==> src/flash_cmd_map.svh <==
// Constants of the flash command decoder: coded addresses and command bytes.
// Assumes byte addresses from the CPU with A14 and above ignored for codes.
`ifndef FLASH_CMD_MAP_SVH
`define FLASH_CMD_MAP_SVH

// ----------------------------------------------------------------------
// Coded addresses, compared on the low bits only
// ----------------------------------------------------------------------
`define CODE_ADDR_W 14
`define ADDR_CODE_A 14'h1554
`define ADDR_CODE_B 14'h2aa8
`define ADDR_LOCK_A 14'h2a54
`define ADDR_LOCK_B 14'h15a8
`define ODD_WORD_LSB 2'h2

// ----------------------------------------------------------------------
// Command bytes, low byte of the written word
// ----------------------------------------------------------------------
`define CMD_UNLOCK1 8'ha8
`define CMD_UNLOCK2 8'h54
`define CMD_RETURN 8'hf0
`define CMD_PROGRAM 8'ha0
`define CMD_WIPE_EN 8'h80
`define CMD_SECTOR 8'h30
`define CMD_CHIP 8'h10
`define CMD_PAUSE 8'hb0
`define CMD_LOCK_SET 8'hc0
`define CMD_LOCK_QRY 8'h90
`define CMD_BLK_TEMP 8'hc1

// ----------------------------------------------------------------------
// Whole-word code lock commands
// ----------------------------------------------------------------------
`define WORD_CODE_UNLOCK 16'hffff
`define WORD_CODE_RELOCK 16'hfffb

`endif

==> src/flash_cmd_pkg.sv <==
// Types shared by the flash command decoder.
// Assumes nothing of its surroundings.
package flash_cmd_pkg;

  // --------------------------------------------------------------------
  // Sequence states
  // --------------------------------------------------------------------
  typedef enum logic [3:0] {
    ST_READ,
    ST_STD1,
    ST_STD2,
    ST_PROG,
    ST_WIPE1,
    ST_WIPE2,
    ST_WIPE3,
    ST_WIPE_MORE,
    ST_LOCK1,
    ST_LOCK2,
    ST_LOCK_WORD,
    ST_QUERY,
    ST_BLK_TEMP
  } seq_state_t;

endpackage : flash_cmd_pkg

==> src/command_decoder.sv <==
// Command decoder for the on-chip flash array.
// Assumes write and read cycles come from CPU logic on clk, each strobe
// one cycle wide, and that the embedded program engine reports the end of
// an erase with a one-cycle pulse on the same clock.
//
// What this block does
// - Absolute write 0FFFFh from flash unlocks code protection
// - Absolute write 0FFFBh from flash restores code protection
// - Relock write ignored unless fetched from flash
// - Unlock and relock are single cycles, no preamble
// - xxF0h anywhere returns to array read
// - xxB0h pauses an ongoing sector wipe
// - xx30h while paused continues the wipe
// - Unlock, 80h, unlock, 30h at block starts wipe
// - Sixth cycle 10h starts whole-array wipe
// - Wrong cycle aborts sequence to array read
// - Query mode returns lock word at odd words
`include "flash_cmd_map.svh"

module command_decoder #(
  parameter int ADDR_W = 18,
  parameter int DATA_W = 16
) (
  input wire logic clk,
  input wire logic nrst,
  input wire logic clk_en,
  input wire logic wr_strobe,
  input wire logic [ADDR_W-1:0] wr_addr,
  input wire logic [DATA_W-1:0] wr_data,
  input wire logic wr_from_flash,
  input wire logic wr_absolute,
  input wire logic rd_strobe,
  input wire logic [ADDR_W-1:0] rd_addr,
  input wire logic [DATA_W-1:0] lock_word_value,
  input wire logic engine_wipe_done,
  output logic code_temp_unlock_q,
  output logic word_write_q,
  output logic [ADDR_W-1:0] word_write_addr_q,
  output logic [DATA_W-1:0] word_write_data_q,
  output logic sector_wipe_q,
  output logic [ADDR_W-1:0] sector_wipe_addr_q,
  output logic chip_wipe_q,
  output logic pause_wipe_q,
  output logic continue_wipe_q,
  output logic set_block_code_lock_q,
  output logic [DATA_W-1:0] lock_word_data_q,
  output logic all_block_unlock_temp_q,
  output logic abort_q,
  output logic array_read_q,
  output logic lock_rd_valid_q,
  output logic [DATA_W-1:0] lock_rd_data_q
);

  // --------------------------------------------------------------------
  // Decode of the current write
  // --------------------------------------------------------------------
  flash_cmd_pkg::seq_state_t state_q;
  flash_cmd_pkg::seq_state_t state_d;
  logic wipe_run_q;
  logic wipe_paused_q;

  wire [`CODE_ADDR_W-1:0] code_addr = wr_addr[`CODE_ADDR_W-1:0];
  wire [7:0] cmd = wr_data[7:0];
  wire at_a = code_addr == `ADDR_CODE_A;
  wire at_b = code_addr == `ADDR_CODE_B;
  wire at_la = code_addr == `ADDR_LOCK_A;
  wire at_lb = code_addr == `ADDR_LOCK_B;
  wire odd_word = wr_addr[1:0] == `ODD_WORD_LSB;
  wire rd_odd_word = rd_addr[1:0] == `ODD_WORD_LSB;

  // Code lock words need an absolute write fetched from the array itself;
  // a write from any other memory is not taken as a lock command and goes on to the sequence tracker.
  wire code_src_ok = wr_from_flash & wr_absolute;
  wire is_unlock = wr_strobe & code_src_ok
                 & (wr_data == `WORD_CODE_UNLOCK);
  wire is_relock = wr_strobe & code_src_ok
                 & (wr_data == `WORD_CODE_RELOCK);
  wire code_word = wr_data == `WORD_CODE_UNLOCK
                 || wr_data == `WORD_CODE_RELOCK;

  wire is_return = wr_strobe & (cmd == `CMD_RETURN) & ~code_word;
  wire is_pause = wr_strobe & (cmd == `CMD_PAUSE) & wipe_run_q
                & ~wipe_paused_q;
  wire is_continue = wr_strobe & (cmd == `CMD_SECTOR) & wipe_paused_q
                   & (state_q == flash_cmd_pkg::ST_READ);
  wire single_cmd = is_unlock | is_relock | is_return | is_pause
                  | is_continue;
  wire seq_wr = wr_strobe & ~single_cmd;

  // --------------------------------------------------------------------
  // Sequence tracker
  // --------------------------------------------------------------------
  logic go_prog;
  logic go_sector;
  logic go_chip;
  logic go_lock;
  logic go_blk;
  logic bad;

  always_comb begin
    state_d = state_q;
    go_prog = 1'b0;
    go_sector = 1'b0;
    go_chip = 1'b0;
    go_lock = 1'b0;
    go_blk = 1'b0;
    bad = 1'b0;
    if (is_return) begin
      state_d = flash_cmd_pkg::ST_READ;
    end else if (is_pause) begin
      // A pause also closes the window for more block confirms, so the
      // next 30h is taken as a continue and not as another block.
      state_d = flash_cmd_pkg::ST_READ;
    end else if (seq_wr) begin
      unique case (state_q)
        flash_cmd_pkg::ST_READ,
        flash_cmd_pkg::ST_QUERY,
        flash_cmd_pkg::ST_WIPE_MORE: begin
          if (state_q == flash_cmd_pkg::ST_WIPE_MORE
              && cmd == `CMD_SECTOR) begin
            go_sector = 1'b1;
          end else if (cmd == `CMD_UNLOCK1 && at_a) begin
            state_d = flash_cmd_pkg::ST_STD1;
          end else if (cmd == `CMD_UNLOCK1 && at_la) begin
            state_d = flash_cmd_pkg::ST_LOCK1;
          end else begin
            state_d = flash_cmd_pkg::ST_READ;
            bad = state_q != flash_cmd_pkg::ST_READ;
          end
        end
        flash_cmd_pkg::ST_STD1: begin
          bad = !(cmd == `CMD_UNLOCK2 && at_b);
          state_d = bad ? flash_cmd_pkg::ST_READ : flash_cmd_pkg::ST_STD2;
        end
        flash_cmd_pkg::ST_STD2: begin
          if (cmd == `CMD_PROGRAM && at_a) begin
            state_d = flash_cmd_pkg::ST_PROG;
          end else if (cmd == `CMD_WIPE_EN && at_a && !wipe_run_q) begin
            state_d = flash_cmd_pkg::ST_WIPE1;
          end else begin
            state_d = flash_cmd_pkg::ST_READ;
            bad = 1'b1;
          end
        end
        flash_cmd_pkg::ST_PROG: begin
          go_prog = 1'b1;
          state_d = flash_cmd_pkg::ST_READ;
        end
        flash_cmd_pkg::ST_WIPE1: begin
          bad = !(cmd == `CMD_UNLOCK1 && at_a);
          state_d = bad ? flash_cmd_pkg::ST_READ : flash_cmd_pkg::ST_WIPE2;
        end
        flash_cmd_pkg::ST_WIPE2: begin
          bad = !(cmd == `CMD_UNLOCK2 && at_b);
          state_d = bad ? flash_cmd_pkg::ST_READ : flash_cmd_pkg::ST_WIPE3;
        end
        flash_cmd_pkg::ST_WIPE3: begin
          if (cmd == `CMD_CHIP && at_a) begin
            go_chip = 1'b1;
            state_d = flash_cmd_pkg::ST_READ;
          end else if (cmd == `CMD_SECTOR) begin
            go_sector = 1'b1;
            state_d = flash_cmd_pkg::ST_WIPE_MORE;
          end else begin
            state_d = flash_cmd_pkg::ST_READ;
            bad = 1'b1;
          end
        end
        flash_cmd_pkg::ST_LOCK1: begin
          bad = !(cmd == `CMD_UNLOCK2 && at_lb);
          state_d = bad ? flash_cmd_pkg::ST_READ : flash_cmd_pkg::ST_LOCK2;
        end
        flash_cmd_pkg::ST_LOCK2: begin
          if (cmd == `CMD_LOCK_SET && at_la) begin
            state_d = flash_cmd_pkg::ST_LOCK_WORD;
          end else if (cmd == `CMD_LOCK_QRY && at_la) begin
            state_d = flash_cmd_pkg::ST_QUERY;
          end else if (cmd == `CMD_BLK_TEMP && at_la) begin
            state_d = flash_cmd_pkg::ST_BLK_TEMP;
          end else begin
            state_d = flash_cmd_pkg::ST_READ;
            bad = 1'b1;
          end
        end
        flash_cmd_pkg::ST_LOCK_WORD: begin
          go_lock = odd_word;
          bad = !odd_word;
          state_d = flash_cmd_pkg::ST_READ;
        end
        flash_cmd_pkg::ST_BLK_TEMP: begin
          // The confirm is F0h, so only a wrong byte reaches this branch.
          state_d = flash_cmd_pkg::ST_READ;
          bad = 1'b1;
        end
        default: begin
          state_d = flash_cmd_pkg::ST_READ;
        end
      endcase
    end
  end

  wire blk_confirm = is_return
                   & (state_q == flash_cmd_pkg::ST_BLK_TEMP);
  wire wipe_start = go_sector | go_chip;
  wire wipe_end = engine_wipe_done | (is_return & wipe_paused_q);

  // --------------------------------------------------------------------
  // State and outputs
  // --------------------------------------------------------------------
  always_ff @(posedge clk or negedge nrst) begin
    if (!nrst) begin
      state_q <= flash_cmd_pkg::ST_READ;
      wipe_run_q <= 1'b0;
      wipe_paused_q <= 1'b0;
      code_temp_unlock_q <= 1'b0;
      all_block_unlock_temp_q <= 1'b0;
    end else if (clk_en) begin
      state_q <= state_d;
      // Unlock and relock never arrive together: their words differ.
      if (is_unlock) begin
        code_temp_unlock_q <= 1'b1;
      end else if (is_relock) begin
        code_temp_unlock_q <= 1'b0;
      end
      if (blk_confirm) begin
        all_block_unlock_temp_q <= 1'b1;
      end
      if (wipe_start) begin
        wipe_run_q <= 1'b1;
      end else if (wipe_end) begin
        wipe_run_q <= 1'b0;
      end
      if (is_pause) begin
        wipe_paused_q <= 1'b1;
      end else if (is_continue | wipe_end) begin
        wipe_paused_q <= 1'b0;
      end
    end
  end

  always_ff @(posedge clk or negedge nrst) begin
    if (!nrst) begin
      word_write_q <= 1'b0;
      sector_wipe_q <= 1'b0;
      chip_wipe_q <= 1'b0;
      pause_wipe_q <= 1'b0;
      continue_wipe_q <= 1'b0;
      set_block_code_lock_q <= 1'b0;
      abort_q <= 1'b0;
    end else if (clk_en) begin
      word_write_q <= go_prog;
      sector_wipe_q <= go_sector;
      chip_wipe_q <= go_chip;
      pause_wipe_q <= is_pause;
      continue_wipe_q <= is_continue;
      set_block_code_lock_q <= go_lock;
      abort_q <= bad | (is_return & wipe_paused_q);
    end
  end

  always_ff @(posedge clk or negedge nrst) begin
    if (!nrst) begin
      word_write_addr_q <= '0;
      word_write_data_q <= '0;
      sector_wipe_addr_q <= '0;
      lock_word_data_q <= '0;
    end else if (clk_en) begin
      if (go_prog) begin
        word_write_addr_q <= wr_addr;
        word_write_data_q <= wr_data;
      end
      if (go_sector) begin
        sector_wipe_addr_q <= wr_addr;
      end
      if (go_lock) begin
        lock_word_data_q <= wr_data;
      end
    end
  end

  // --------------------------------------------------------------------
  // Read path
  // --------------------------------------------------------------------
  // A read answers one cycle after its strobe; array_read_q tells the
  // array mux whether the plain array or the lock word is to be shown.
  wire query_hit = rd_strobe & rd_odd_word
                 & (state_q == flash_cmd_pkg::ST_QUERY);

  always_ff @(posedge clk or negedge nrst) begin
    if (!nrst) begin
      array_read_q <= 1'b1;
      lock_rd_valid_q <= 1'b0;
      lock_rd_data_q <= '0;
    end else if (clk_en) begin
      array_read_q <= state_d == flash_cmd_pkg::ST_READ;
      lock_rd_valid_q <= query_hit;
      if (query_hit) begin
        lock_rd_data_q <= lock_word_value;
      end
    end
  end

endmodule : command_decoder

==> config.mk <==
export PLATFORM = sky130hd
export DESIGN_NAME = command_decoder
export DESIGN_NICKNAME = d
export VERILOG_FILES = /design/src/flash_cmd_pkg.sv /design/src/command_decoder.sv
export VERILOG_INCLUDE_DIRS = /design/src
export SDC_FILE = /design/constraint.sdc
export NUM_CORES = 1
export LEC_CHECK = 0
export ABC_CLOCK_PERIOD_IN_PS = 3800
export BUFFER_PORTS_ARGS = -buffer_cell sky130_fd_sc_hd__buf_2
export CAP_MARGIN = 0
export CORE_MARGIN = 1.5
export CORE_UTILIZATION = 45
export CTS_BUF_LIST = sky130_fd_sc_hd__clkbuf_4
export DETAILED_ROUTE_END_ITERATION = 8
export HOLD_SLACK_MARGIN = 0.05
export PLACE_DENSITY = 0.77
export SLEW_MARGIN = 5
export SYNTH_ARGS = -nofsm -noshare
export SYNTH_HDL_FRONTEND = slang
export SYNTH_SLANG_ARGS = --single-unit
==> constraint.sdc <==
create_clock -name clk -period 3.8 [get_ports clk]
set_input_delay 0.38 -clock clk [delete_from_list [all_inputs] [get_ports clk]]
set_output_delay 0.38 -clock clk [all_outputs]
set_load 0.02 [all_outputs]
==> summary.txt, run 1 <==
HOLD PATH
----------------------------------------------------------------------------------
Worst hold-check path type                                                in2async

FLOORPLAN
----------------------------------------------------------------------------------
Floorplan row count                                                             37
Initial standard-cell utilization of the core                                46.5%
Floorplan die area                                                       11300 µm²
Height of the chip                                                          106 µm
Top-level I/O count                                                            171
Width of the die                                                            106 µm
Core Region                                                              10300 µm²

FINISH
----------------------------------------------------------------------------------
Area delta synth->final                                                      20.6%
Non-filler cells, final                                                        660
Number of diodes added for antenna fixing                                        0
Share of final-layout standard cells stronger than drive strength 1          51.0%
Count of nets after finishing                                                  595

STA
----------------------------------------------------------------------------------
Highest clock frequency the design can meet                                347 MHz
Share of the cycle needed by the critical path after routing                 75.8%
Final setup violation count                                                      0
Final critical-path required period                                        2880 ps
Worst Clk Skew                                                             18.1 ps
Tightest Pin Transition                                                    1170 ps
Setup repair after global routing missed its margin                          false
Max-slew violation count                                                         0
Hold violation total from the final report                                       0
Final TNS setup                                                               0 ps
Slew HR                                                                      21.1%

YOSYS
----------------------------------------------------------------------------------
Fraction of the mapped netlist area in adder cells                              0%
Number of enable flip-flop cells after synthesis                                 0
Largest cells by area after synthesis                                 sky130_fd_sc_hd__dfrtp_1 (52%), sky130_fd_sc_hd__mux2_2 (12%), sky130_fd_sc_hd__mux2_4 (9.1%)
Simple-gate share of the synthesized area                                    13.6%
Fraction of synthesis flops using an asynchronous set or reset pin            100%
Share of synthesized area occupied by flip-flops and latches                 52.7%
Post-synthesis net count                                                       442
Mean instance size in the synthesized netlist                             13.1 µm²
Post-synthesis cell type count                                                  54
Compound-cell area share of the yosys netlist                                6.70%
Synthesized flop and latch total                                               101
Most area-hungry cell type in the Yosys netlist                       sky130_fd_sc_hd__dfrtp_1
Post-synthesis instance area                                              4800 µm²
Share of Yosys cell area claimed by the top area cell type                   52.1%
Predominant post-synthesis flop cell                                  sky130_fd_sc_hd__dfrtp_1
Yosys Warn Count                                                                 0
Most frequent cell after synthesis                                    sky130_fd_sc_hd__dfrtp_1
Synthesized instance count                                                     366
Post-synthesis share of cell area spent on xor and xnor gates               0.365%
Post-synthesis mux area share                                                23.1%
Largest family of logic cells by synthesized area                     multiplexers
Leading cell types by count after synthesis                           sky130_fd_sc_hd__dfrtp_1 (100), sky130_fd_sc_hd__mux2_2 (53), sky130_fd_sc_hd__mux2_4 (29)

GLOBAL ROUTE
----------------------------------------------------------------------------------
Total GRT Usage                                                              21.3%
Via count of the first global-routing pass                                    3654
Grt total ovfl                                                                   0
Number of antenna violations at the first check in global routing                0
Pin count of the biggest net entering global routing                            70
Global-route wire length before repair                                    18700 µm

PLACED DESIGN
----------------------------------------------------------------------------------
Final GP Congestion                                                          0.898
Number of placed cells counting well taps                                      644
Port bufs                                                                      154
Detailed placement HPWL                                                    8510 µm

PWR
----------------------------------------------------------------------------------
Cell internal power dissipation                                            1.43 mW
Maximum vdd drop                                                          0.234 mV
Clock power frac                                                             25.9%
Psw                                                                       0.627 mW
Share of total power in sequential cells                                     57.2%
Switching power share of the total                                           30.4%
Combinational power share                                                    16.9%
Power density over the cells                                            356 nW/µm²
Standby leakage power                                                      3.07 nW

CTS
----------------------------------------------------------------------------------
Root cell of the clock tree                                           sky130_fd_sc_hd__clkbuf_4
Post-CTS Resized                                                                 0
Post-CTS Setup Inserts                                                           0
Hold buffer count at cts                                                         0
Total clock sinks                                                              101
Clock tree from TritonCTS                                                      yes
Number of buffers created by CTS                                                 9
Number of buffers on the longest clock path                                      2
Clock H-tree levels                                                              3
Clock insertion delay at the later pin of the skew report                   460 ps
Clock transition at the registers of the reported paths                     160 ps

ROUTE
----------------------------------------------------------------------------------
Avg Vias per Cell                                                             5.56
Per-cell routed wire length                                                17.7 µm
Post-route ant nets                                                              0
Total number of vias                                                          3667
DRC violations left                                                              0
Routed Wire Length                                                        11700 µm
Number of DRC markers in iteration 0                                           303
Router iterations before antenna repair                                          5

SETUP PATH
----------------------------------------------------------------------------------
Worst r2r path cells                                                             7
CP Capture Type                                                               flop
Crit-path max FO                                                                15
Data required time at the worst endpoint                                   4140 ps
R2R setup slack                                                             920 ps
Worst EP arrival                                                           3220 ps
Type of origin of the critical path                                           flop
Startpoint-to-endpoint class of the critical path                          reg2reg
Endpoint of the lowest-slack register-to-register path                word_write_data_q[13]$_DFFE_PN0P_
Reg-to-Reg Start                                                      state_q[0]$_DFFE_PN0P_

STATUS
----------------------------------------------------------------------------------
Result of the run                                                     finished clean

RUN
----------------------------------------------------------------------------------
Max-capacitance violation count                                                  0

## cell usage in the layout, fill, tap and decap left out, types with 2 or more instances in the layout
master                     netlist  routed
sky130_fd_sc_hd__a21boi_0        2       2
sky130_fd_sc_hd__a21o_1          4       4
sky130_fd_sc_hd__dfrtp_1       100     100
sky130_fd_sc_hd__nor4b_1         5       5
sky130_fd_sc_hd__clkbuf_4        0      10
sky130_fd_sc_hd__o31ai_1         2       2
sky130_fd_sc_hd__mux2_2         53      53
sky130_fd_sc_hd__a21oi_1         9       9
sky130_fd_sc_hd__nor4bb_1        9       9
sky130_fd_sc_hd__o21ai_0         9       9
sky130_fd_sc_hd__nor3_1         13      13
sky130_fd_sc_hd__nor2b_1         8       8
sky130_fd_sc_hd__nand2_1        22      22
sky130_fd_sc_hd__inv_1           6       6
sky130_fd_sc_hd__a211oi_1        2       2
sky130_fd_sc_hd__or4_1           3       2
sky130_fd_sc_hd__nor4_1          5       5
sky130_fd_sc_hd__buf_4           0       5
sky130_fd_sc_hd__mux2i_1         2       2
sky130_fd_sc_hd__o32ai_1         4       4
sky130_fd_sc_hd__buf_2           6     153
sky130_fd_sc_hd__nand4_1         8       8
sky130_fd_sc_hd__o211ai_1        3       3
sky130_fd_sc_hd__nand3_1         7       7
sky130_fd_sc_hd__or3_1           3       3
sky130_fd_sc_hd__mux2_4         29      29
sky130_fd_sc_hd__inv_6           0       3
sky130_fd_sc_hd__mux2_1          5       5
sky130_fd_sc_hd__nor2_1          8       8
sky130_fd_sc_hd__o221ai_1        2       2
sky130_fd_sc_hd__and2_1          2       2
## how the worst max path moves through the flow
| stage | start | endpoint | slack, ps |
|---|---|---|---|
| floorplan | wr_data[3] | word_write_addr_q[0]$_DFFE_PN0P_ | 1430 |
| global placement | wr_data[4] | word_write_data_q[6]$_DFFE_PN0P_ | 930 |
| detailed placement | wr_data[4] | word_write_data_q[14]$_DFFE_PN0P_ | 930 |
| CTS | state_q[0]$_DFFE_PN0P_ | word_write_data_q[13]$_DFFE_PN0P_ | 970 |
| global route | state_q[0]$_DFFE_PN0P_ | word_write_data_q[12]$_DFFE_PN0P_ | 860 |
| finish | state_q[0]$_DFFE_PN0P_ | word_write_data_q[13]$_DFFE_PN0P_ | 920 |
## worst max-delay path: stages, from the launching register on
cell,delay (ps)
sky130_fd_sc_hd__dfrtp_1,720
sky130_fd_sc_hd__nor2_1,140
sky130_fd_sc_hd__nand4_2,160
sky130_fd_sc_hd__o211a_4,220
sky130_fd_sc_hd__nand3_4,130
sky130_fd_sc_hd__or4_2,810
sky130_fd_sc_hd__buf_4,280
sky130_fd_sc_hd__mux2_4,310
## cell families (layout without fill, tap and decap cells)
group,Yosys count,in the layout
simple gates,105,105
mux,89,89
xor+xnor,2,2
buf+inv,24,182
flops,101,101
compound gates,45,45
## registers in the layout, summed over array words and instances (netlist names)
signal	flops
lock_rd_valid_q	1
wipe_paused_q	1
set_block_code_lock_q	1
sector_wipe_q	1
word_write_data_q	16
array_read_q	1
sector_wipe_addr_q	18
continue_wipe_q	1
state_q	4
pause_wipe_q	1
wipe_run_q	1
code_temp_unlock_q	1
lock_rd_data_q	16
word_write_q	1
lock_word_data_q	16
word_write_addr_q	18
chip_wipe_q	1
all_block_unlock_temp_q	1
abort_q	1
## power by group through the flow
stage / combinational (mW) / clock, mW / sequential (mW)
after global placement: 0.346 / 0 / 1.19
after detailed placement: 0.351 / 0 / 1.20
after CTS: 0.352 / 0.552 / 1.18
after global routing: 0.377 / 0.595 / 1.19
after floorplan: 0.119 / 0 / 1.27
final: 0.348 / 0.533 / 1.18
## metrics by stage
| step | cell area (µm²) | setup WS, ps | util (%) | total power, mW | hold slack, ps |
|---|---|---|---|---|---|
| 2_1_floorplan | 4800 | 1430 | - | 1.39 | 84.4 |
| 3_3_place_gp | 5660 | 934 | 54.8 | 1.54 | 461 |
| 3_5_place_dp | 5660 | 925 | 54.8 | 1.55 | 464 |
| 4_1_cts | 5790 | 967 | 56.1 | 2.08 | 50.6 |
| 5_1_grt | 5790 | 863 | 56.1 | 2.16 | 65.9 |
| 6_report | 5790 | 921 | 56.1 | 2.06 | 30.0 |
## routing by layer
layer | up-vias | share of wire [%] | global-route usage [%]
met3 | 17 | 6.9 | 5.33
met4 | 0 | 1.6 | 7.53
met2 | 163 | 46 | 33.5
li1 | 1670 | - | -
met1 | 1817 | 45 | 28.6
met5 | - | 0 | 0
## final cells by class
class,count,area (µm²)
Fill cell,909,4540
Inverter,7,26.3
Sequential cell,101,2530
Timing Repair Buffer,159,823
Clock inverter,6,51.3
Tap cell,136,170
Clock buffer,10,75.1
Multi-Input combinational cell,241,2110
(Power assumes the default switching activity.)
==> inputs of run 2 (changes only) <==
--- a/config.mk
+++ b/config.mk
@@ -6,7 +6,8 @@
 export SDC_FILE = /design/constraint.sdc
 export NUM_CORES = 1
 export LEC_CHECK = 0
-export ABC_CLOCK_PERIOD_IN_PS = 3800
+export ABC_AREA = 1
+export ABC_CLOCK_PERIOD_IN_PS = 2400
 export BUFFER_PORTS_ARGS = -buffer_cell sky130_fd_sc_hd__buf_2
 export CAP_MARGIN = 0
 export CORE_MARGIN = 1.5
@@ -14,7 +15,7 @@
 export CTS_BUF_LIST = sky130_fd_sc_hd__clkbuf_4
 export DETAILED_ROUTE_END_ITERATION = 8
 export HOLD_SLACK_MARGIN = 0.05
-export PLACE_DENSITY = 0.77
+export PLACE_DENSITY = 0.8
 export SLEW_MARGIN = 5
 export SYNTH_ARGS = -nofsm -noshare
 export SYNTH_HDL_FRONTEND = slang
==> constraint.sdc (replaced) <==
create_clock -name clk -period 2.4 [get_ports clk]
set_input_delay 0.24 -clock clk [delete_from_list [all_inputs] [get_ports clk]]
set_output_delay 0.24 -clock clk [all_outputs]
set_load 0.02 [all_outputs]
==> summary.txt, run 2 <==
YOSYS
-------------------------------------------------------------------------------------
Largest cells by area after synthesis                                    sky130_fd_sc_hd__dfrtp_1 (52%), sky130_fd_sc_hd__nand2_1 (12%), sky130_fd_sc_hd__o21ai_0 (5.1%)
Most frequent cell after synthesis                                       sky130_fd_sc_hd__nand2_1
Most area-hungry cell type in the Yosys netlist                          sky130_fd_sc_hd__dfrtp_1
Number of enable flip-flop cells after synthesis                                    0
Mean instance size in the synthesized netlist                                8.46 µm²
Synthesized flop and latch total                                                  101
Post-synthesis cell type count                                                     33
Predominant post-synthesis flop cell                                     sky130_fd_sc_hd__dfrtp_1
Synthesized instance count                                                        572
Post-synthesis net count                                                          648
Fraction of synthesis flops using an asynchronous set or reset pin               100%
Post-synthesis instance area                                                 4840 µm²
Leading cell types by count after synthesis                              sky130_fd_sc_hd__nand2_1 (161), sky130_fd_sc_hd__dfrtp_1 (100), sky130_fd_sc_hd__nor2_1 (61)
Share of Yosys cell area claimed by the top area cell type                      51.7%
Share of synthesized area occupied by flip-flops and latches                    52.2%
Yosys Warn Count                                                                    0

FINISH
-------------------------------------------------------------------------------------
Most frequent cells in the layout                                        sky130_fd_sc_hd__nand2_1 (161), sky130_fd_sc_hd__buf_2 (153), sky130_fd_sc_hd__dfrtp_1 (100)
Area delta synth->final                                                         27.8%
Number of fillers in the final layout                                             943
Share of final-layout standard cells stronger than drive strength 1             29.5%
Most frequent standard cell in the layout excluding fill and tap cells   sky130_fd_sc_hd__nand2_1
Number of diodes added for antenna fixing                                           0
Count of nets after finishing                                                     830
Registers with the most flip-flops                                       sector_wipe_addr_q: 18 flops, word_write_addr_q: 18 flops
Util after Layout                                                               59.7%

PWR
-------------------------------------------------------------------------------------
Total power after layout                                                      2.92 mW
Maximum vdd drop                                                             0.348 mV
Standby leakage power                                                         3.48 nW
Power density over the cells                                               472 nW/µm²

CTS
-------------------------------------------------------------------------------------
Clock insertion delay at the later pin of the skew report                      460 ps
Number of buffers on the longest clock path                                         2
Number of buffers created by CTS                                                    9
Post-CTS Setup Inserts                                                              0
Clock tree from TritonCTS                                                         yes
Post-CTS Resized                                                                    0
Clock transition at the registers of the reported paths                        160 ps
Clock H-tree levels                                                                 3
Root cell of the clock tree                                              sky130_fd_sc_hd__clkbuf_4
Total clock sinks                                                                 101

SETUP PATH
-------------------------------------------------------------------------------------
Startpoint-to-endpoint class of the critical path                             reg2reg
Reg-to-Reg Start                                                         state_q[2]$_DFFE_PN0P_
Crit path from                                                           state_q[2]$_DFFE_PN0P_
Worst EP arrival                                                              2420 ps
Type of origin of the critical path                                              flop
CP Capture Type                                                                  flop
R2R setup slack                                                                350 ps
Data required time at the worst endpoint                                      2770 ps
Crit-path max FO                                                                   48

STA
-------------------------------------------------------------------------------------
Final setup violation count                                                         0
Fin Hold WS                                                                   72.3 ps
Slew HR                                                                         65.1%
Final TNS setup                                                                  0 ps
Final critical-path required period                                           2050 ps
Max-slew violation count                                                            0
Highest clock frequency the design can meet                                   488 MHz
Worst Clk Skew                                                                21.6 ps
Hold violation total from the final report                                          0
Share of the cycle needed by the critical path after routing                    85.4%
Tightest Pin Transition                                                        523 ps
Setup repair after global routing missed its margin                             false

GLOBAL ROUTE
-------------------------------------------------------------------------------------
Met1 routing resource usage after global routing                                30.2%
Number of antenna violations at the first check in global routing                   0
Most used routing layer                                                          met2
Global-route wire length before repair                                       19900 µm
Met3 Use GR                                                                     3.77%
Global routing met2 resource utilization                                        36.0%
Grt total ovfl                                                                      0
Total GRT Usage                                                                 22.2%
Via count of the first global-routing pass                                       4176
Pin count of the biggest net entering global routing                              102

HOLD PATH
-------------------------------------------------------------------------------------
Hold Crit Start                                                            wr_data[1]
Worst hold-check path type                                                     in2reg

FLOORPLAN
-------------------------------------------------------------------------------------
Width of the die                                                               107 µm
Height of the chip                                                             107 µm
Core Region                                                                 10400 µm²
Initial standard-cell utilization of the core                                   46.7%
Top-level I/O count                                                               171
Floorplan row count                                                                37
Floorplan die area                                                          11400 µm²

ROUTE
-------------------------------------------------------------------------------------
Total number of vias                                                             4441
Number of DRC markers in iteration 0                                              366
Per-cell routed wire length                                                   13.8 µm
DRC violations left                                                                 0
Router iterations before antenna repair                                             5
Routed Wire Length                                                           12400 µm
Post-route ant nets                                                                 0
Avg Vias per Cell                                                                4.96

STATUS
-------------------------------------------------------------------------------------
Result of the run                                                        finished clean

PLACED DESIGN
-------------------------------------------------------------------------------------
Port bufs                                                                         154
Final GP Congestion                                                             0.936
Detailed placement HPWL                                                       8930 µm

RUN
-------------------------------------------------------------------------------------
Max-capacitance violation count                                                     0

-- run 2: cell count changes in the layout (fill, tap and decap cells not counted), sizes merged, moves of 11 or more --
| cell | previous run | this run |
|---|---|---|
| nor2 | 9 | 70 |
| nand3 | 8 | 32 |
| mux2 | 87 | 16 |
| o21ai | 9 | 75 |
| inv | 10 | 63 |
| dlygate4sd3 | 0 | 32 |
| nand2 | 22 | 164 |
| nor3 | 14 | 3 |
-- run 2: layer usage --
metal	part of all wire [%]	vias up
li1	-	2186
met2	48	175
met1	44	2053
met3	6.6	27
met5	0	-
met4	1.9	0
-- run 2: where the power goes --
part	switching, mW	internal, mW
Clock	0.575	0.329
Combinational	0.176	0.116
Sequential	0.00959	1.72
-- run 2: worst paths after layout --
check | to | cells past startpoint
setup / recovery | word_write_data_q[5]$_DFFE_PN0P_ | 9
hold / removal | word_write_data_q[1]$_DFFE_PN0P_ | 3
setup reg to reg | word_write_data_q[5]$_DFFE_PN0P_ | 9
hold reg to reg | all_block_unlock_temp_q$_DFFE_PN0P_ | 1
max in group asynchronous | word_write_addr_q[6]$_DFFE_PN0P_ | 3
min in group asynchronous | pause_wipe_q$_DFFE_PN0P_ | 3
-- run 2: final cells by class --
class                   instances  area (µm²)  area share (%)
clock buffers                  10        75.1            1.21
flip-flops and latches        101        2530            40.9
well taps                     136         170            2.75
clock inverters                 6        62.6            1.01
multi-input cells             389        1950            31.5
inverters                      62         233            3.76
repair buffers                191        1170            18.9
-- run 2: critical path, cell delays in order, from the launching register on --
cell,delay (ps)
sky130_fd_sc_hd__dfrtp_1,540
sky130_fd_sc_hd__nor2_2,120
sky130_fd_sc_hd__nand4_1,100
sky130_fd_sc_hd__inv_1,80
sky130_fd_sc_hd__nand2_4,70
sky130_fd_sc_hd__nand4_4,150
sky130_fd_sc_hd__nor2_4,170
sky130_fd_sc_hd__nand3_4,240
sky130_fd_sc_hd__buf_12,270
sky130_fd_sc_hd__o21ai_0,190
-- run 2: what timing repair did --
| item | CTS | global route |
|---|---|---|
| hold buffers | 32 | 0 |
| setup endpoints to repair | 0 | 0 |
| hold endpoints to repair | 140 | 0 |
-- run 2: per-stage QoR --
stage	worst slack, ps	std cells	area, µm²
5_1_grt	146	895	6190
4_1_cts	344	895	6190
3_3_place_gp	441	847	5730
3_5_place_dp	390	847	5730
2_1_floorplan	739	572	4840
6_report	350	895	6190
-- run 2: logic make-up after synthesis --
logic type | share of synthesized area, %
AND/OR/NAND/NOR | 25.7
multiplexers | 3.72
flip-flops | 52.2
AO/OA/AOI/OAI | 10.9
buffers and inverters | 7.50
==> inputs of run 3 (changes only) <==
--- a/config.mk
+++ b/config.mk
@@ -6,7 +6,6 @@
 export SDC_FILE = /design/constraint.sdc
 export NUM_CORES = 1
 export LEC_CHECK = 0
-export ABC_AREA = 1
 export ABC_CLOCK_PERIOD_IN_PS = 2400
 export BUFFER_PORTS_ARGS = -buffer_cell sky130_fd_sc_hd__buf_2
 export CAP_MARGIN = 0
@@ -16,7 +15,7 @@
 export DETAILED_ROUTE_END_ITERATION = 8
 export HOLD_SLACK_MARGIN = 0.05
 export PLACE_DENSITY = 0.8
-export SLEW_MARGIN = 5
+export SLEW_MARGIN = 15
 export SYNTH_ARGS = -nofsm -noshare
 export SYNTH_HDL_FRONTEND = slang
 export SYNTH_SLANG_ARGS = --single-unit
==> summary.txt, run 3 (synthesis results as in run 1) <==
STATUS
-------------------------------------------------------------------------------------
Result of the run                                                        finished clean

PWR
-------------------------------------------------------------------------------------
Total power after layout                                                      3.34 mW
Power density over the cells                                               507 nW/µm²
Standby leakage power                                                         3.47 nW
Maximum vdd drop                                                             0.354 mV

ROUTE
-------------------------------------------------------------------------------------
Routed Wire Length                                                           13300 µm
Per-cell routed wire length                                                   17.8 µm
Router iterations before antenna repair                                             5
Post-route ant nets                                                                 0
Number of DRC markers in iteration 0                                              223
DRC violations left                                                                 0
Avg Vias per Cell                                                                5.38
Total number of vias                                                             4012

RUN
-------------------------------------------------------------------------------------
Max-capacitance violation count                                                     0

FLOORPLAN
-------------------------------------------------------------------------------------
Core Region                                                                 10300 µm²
Floorplan row count                                                                37
Height of the chip                                                             106 µm
Floorplan die area                                                          11300 µm²
Top-level I/O count                                                               171
Width of the die                                                               106 µm
Initial standard-cell utilization of the core                                   46.5%

STA
-------------------------------------------------------------------------------------
Worst setup margin                                                            68.1 ps
Tightest Pin Transition                                                        582 ps
Setup repair after global routing missed its margin                             false
Slew HR                                                                         61.1%
Final TNS setup                                                                  0 ps
Hold violation total from the final report                                          0
Fin Hold WS                                                                   89.7 ps
Share of the cycle needed by the critical path after routing                    97.2%
Highest clock frequency the design can meet                                   429 MHz
Max-slew violation count                                                            0
Final critical-path required period                                           2330 ps
Final setup violation count                                                         0
Worst Clk Skew                                                                6.78 ps

SETUP PATH
-------------------------------------------------------------------------------------
Buffer and inverter count on the worst path                                         4
Logic depth of the worst path, buffers included                                    10
CP Capture Type                                                                  flop
Critical Path, Cell by Cell                                              dlygate4sd3_1 -> buf_2 -> nor4bb_1 -> buf_4 -> nand4_1 -> buf_4 -> o31ai_1 -> o221ai_1 -> nor4_1 -> o21ai_0
Worst EP arrival                                                              2660 ps
Most used cell along the critical path                                   sky130_fd_sc_hd__buf_4
Slowest cell on the critical path                                        sky130_fd_sc_hd__dlygate4sd3_1
R2R setup slack                                                                210 ps
Startpoint-to-endpoint class of the critical path                              in2reg
Top delay family on crit path                                            buffers and inverters
Crit-path max FO                                                                    9
Type of origin of the critical path                                        input port
Worst r2r path cells                                                                7
Worst stage delay on the critical path                                         550 ps
Data required time at the worst endpoint                                      2730 ps

CTS
-------------------------------------------------------------------------------------
Clock tree from TritonCTS                                                         yes
Clock H-tree levels                                                                 3
Number of buffers created by CTS                                                    9
Post-CTS Setup Inserts                                                              0
Root cell of the clock tree                                              sky130_fd_sc_hd__clkbuf_4
Clock transition at the registers of the reported paths                        150 ps
Number of buffers on the longest clock path                                         2
Total clock sinks                                                                 101
Clock insertion delay at the later pin of the skew report                      440 ps

FINISH
-------------------------------------------------------------------------------------
Number of diodes added for antenna fixing                                           0
Most frequent cells in the layout                                        sky130_fd_sc_hd__buf_2 (153), sky130_fd_sc_hd__dfrtp_1 (100), sky130_fd_sc_hd__mux2_2 (53)
Non-filler cells, final                                                           746
Count of nets after finishing                                                     682
Util after Layout                                                               63.8%
Area delta synth->final                                                         37.2%
Final design instance area without fill                                      6590 µm²
Registers with the most flip-flops                                       sector_wipe_addr_q: 18 flops, word_write_addr_q: 18 flops
Most frequent standard cell in the layout excluding fill and tap cells   sky130_fd_sc_hd__buf_2
Share of final-layout standard cells stronger than drive strength 1             51.5%

GLOBAL ROUTE
-------------------------------------------------------------------------------------
Total GRT Usage                                                                 24.5%
Pin count of the biggest net entering global routing                              102
Number of antenna violations at the first check in global routing                   0
Global-route wire length before repair                                       21400 µm
Grt total ovfl                                                                      0
Via count of the first global-routing pass                                       4102

PLACED DESIGN
-------------------------------------------------------------------------------------
Final GP Congestion                                                             0.890
Detailed placement HPWL                                                       9410 µm
Number of placed cells counting well taps                                         691
Instance area after placement                                                6050 µm²
Post-place setup slack                                                        -130 ps
Port bufs                                                                         154

HOLD PATH
-------------------------------------------------------------------------------------
Worst Hold Path Cells                                                               2
Worst hold-check path type                                                     in2reg

run 3: cell types whose count changed in the layout (fill, tap and decap cells not counted), moves of 40 or more:
cell and delta:
sky130_fd_sc_hd__nand2_1 -139, sky130_fd_sc_hd__mux2_2 +44, sky130_fd_sc_hd__o21ai_0 -40, sky130_fd_sc_hd__nor2_1 -53, sky130_fd_sc_hd__buf_4 +46, sky130_fd_sc_hd__inv_1 -50
run 3: worst paths after layout:
kind | from | endpoint
setup / recovery | wr_addr[11] | abort_q$_DFFE_PN0P_
hold / removal | wr_addr[5] | word_write_addr_q[5]$_DFFE_PN0P_
setup reg to reg | wipe_run_q$_DFFE_PN0P_ | word_write_addr_q[15]$_DFFE_PN0P_
hold reg to reg | lock_rd_valid_q$_DFFE_PN0P_ | lock_rd_valid_q$_DFFE_PN0P_
max in group asynchronous | nrst | sector_wipe_addr_q[3]$_DFFE_PN0P_
min in group asynchronous | nrst | abort_q$_DFFE_PN0P_
run 3: report_power, final:
group          internal [mW]  switching (mW)
clock network          0.220           0.592
registers               1.80          0.0552
logic                  0.301           0.368
run 3: layout make-up:
class,count,area (µm²)
Fill cell,785,3740
Sequential cell,101,2530
Clock buffer,9,67.6
Tap cell,136,170
Inverter,7,26.3
Multi-Input combinational cell,241,2130
Clock inverter,6,47.5
Timing Repair Buffer,246,1610
run 3: metal layers:
layer	global-route usage, %	part of all wire [%]
met5	0	0
met3	6.01	6.7
met1	31.3	42
met4	6.85	1.6
met2	41.4	50
run 3: timing repair:
action	in CTS	in global routing
hold endpoints to repair	157	0
gates resized for setup	2	2
hold buffers	40	0
endpoints found under the setup margin	29	3
cloned	0	0
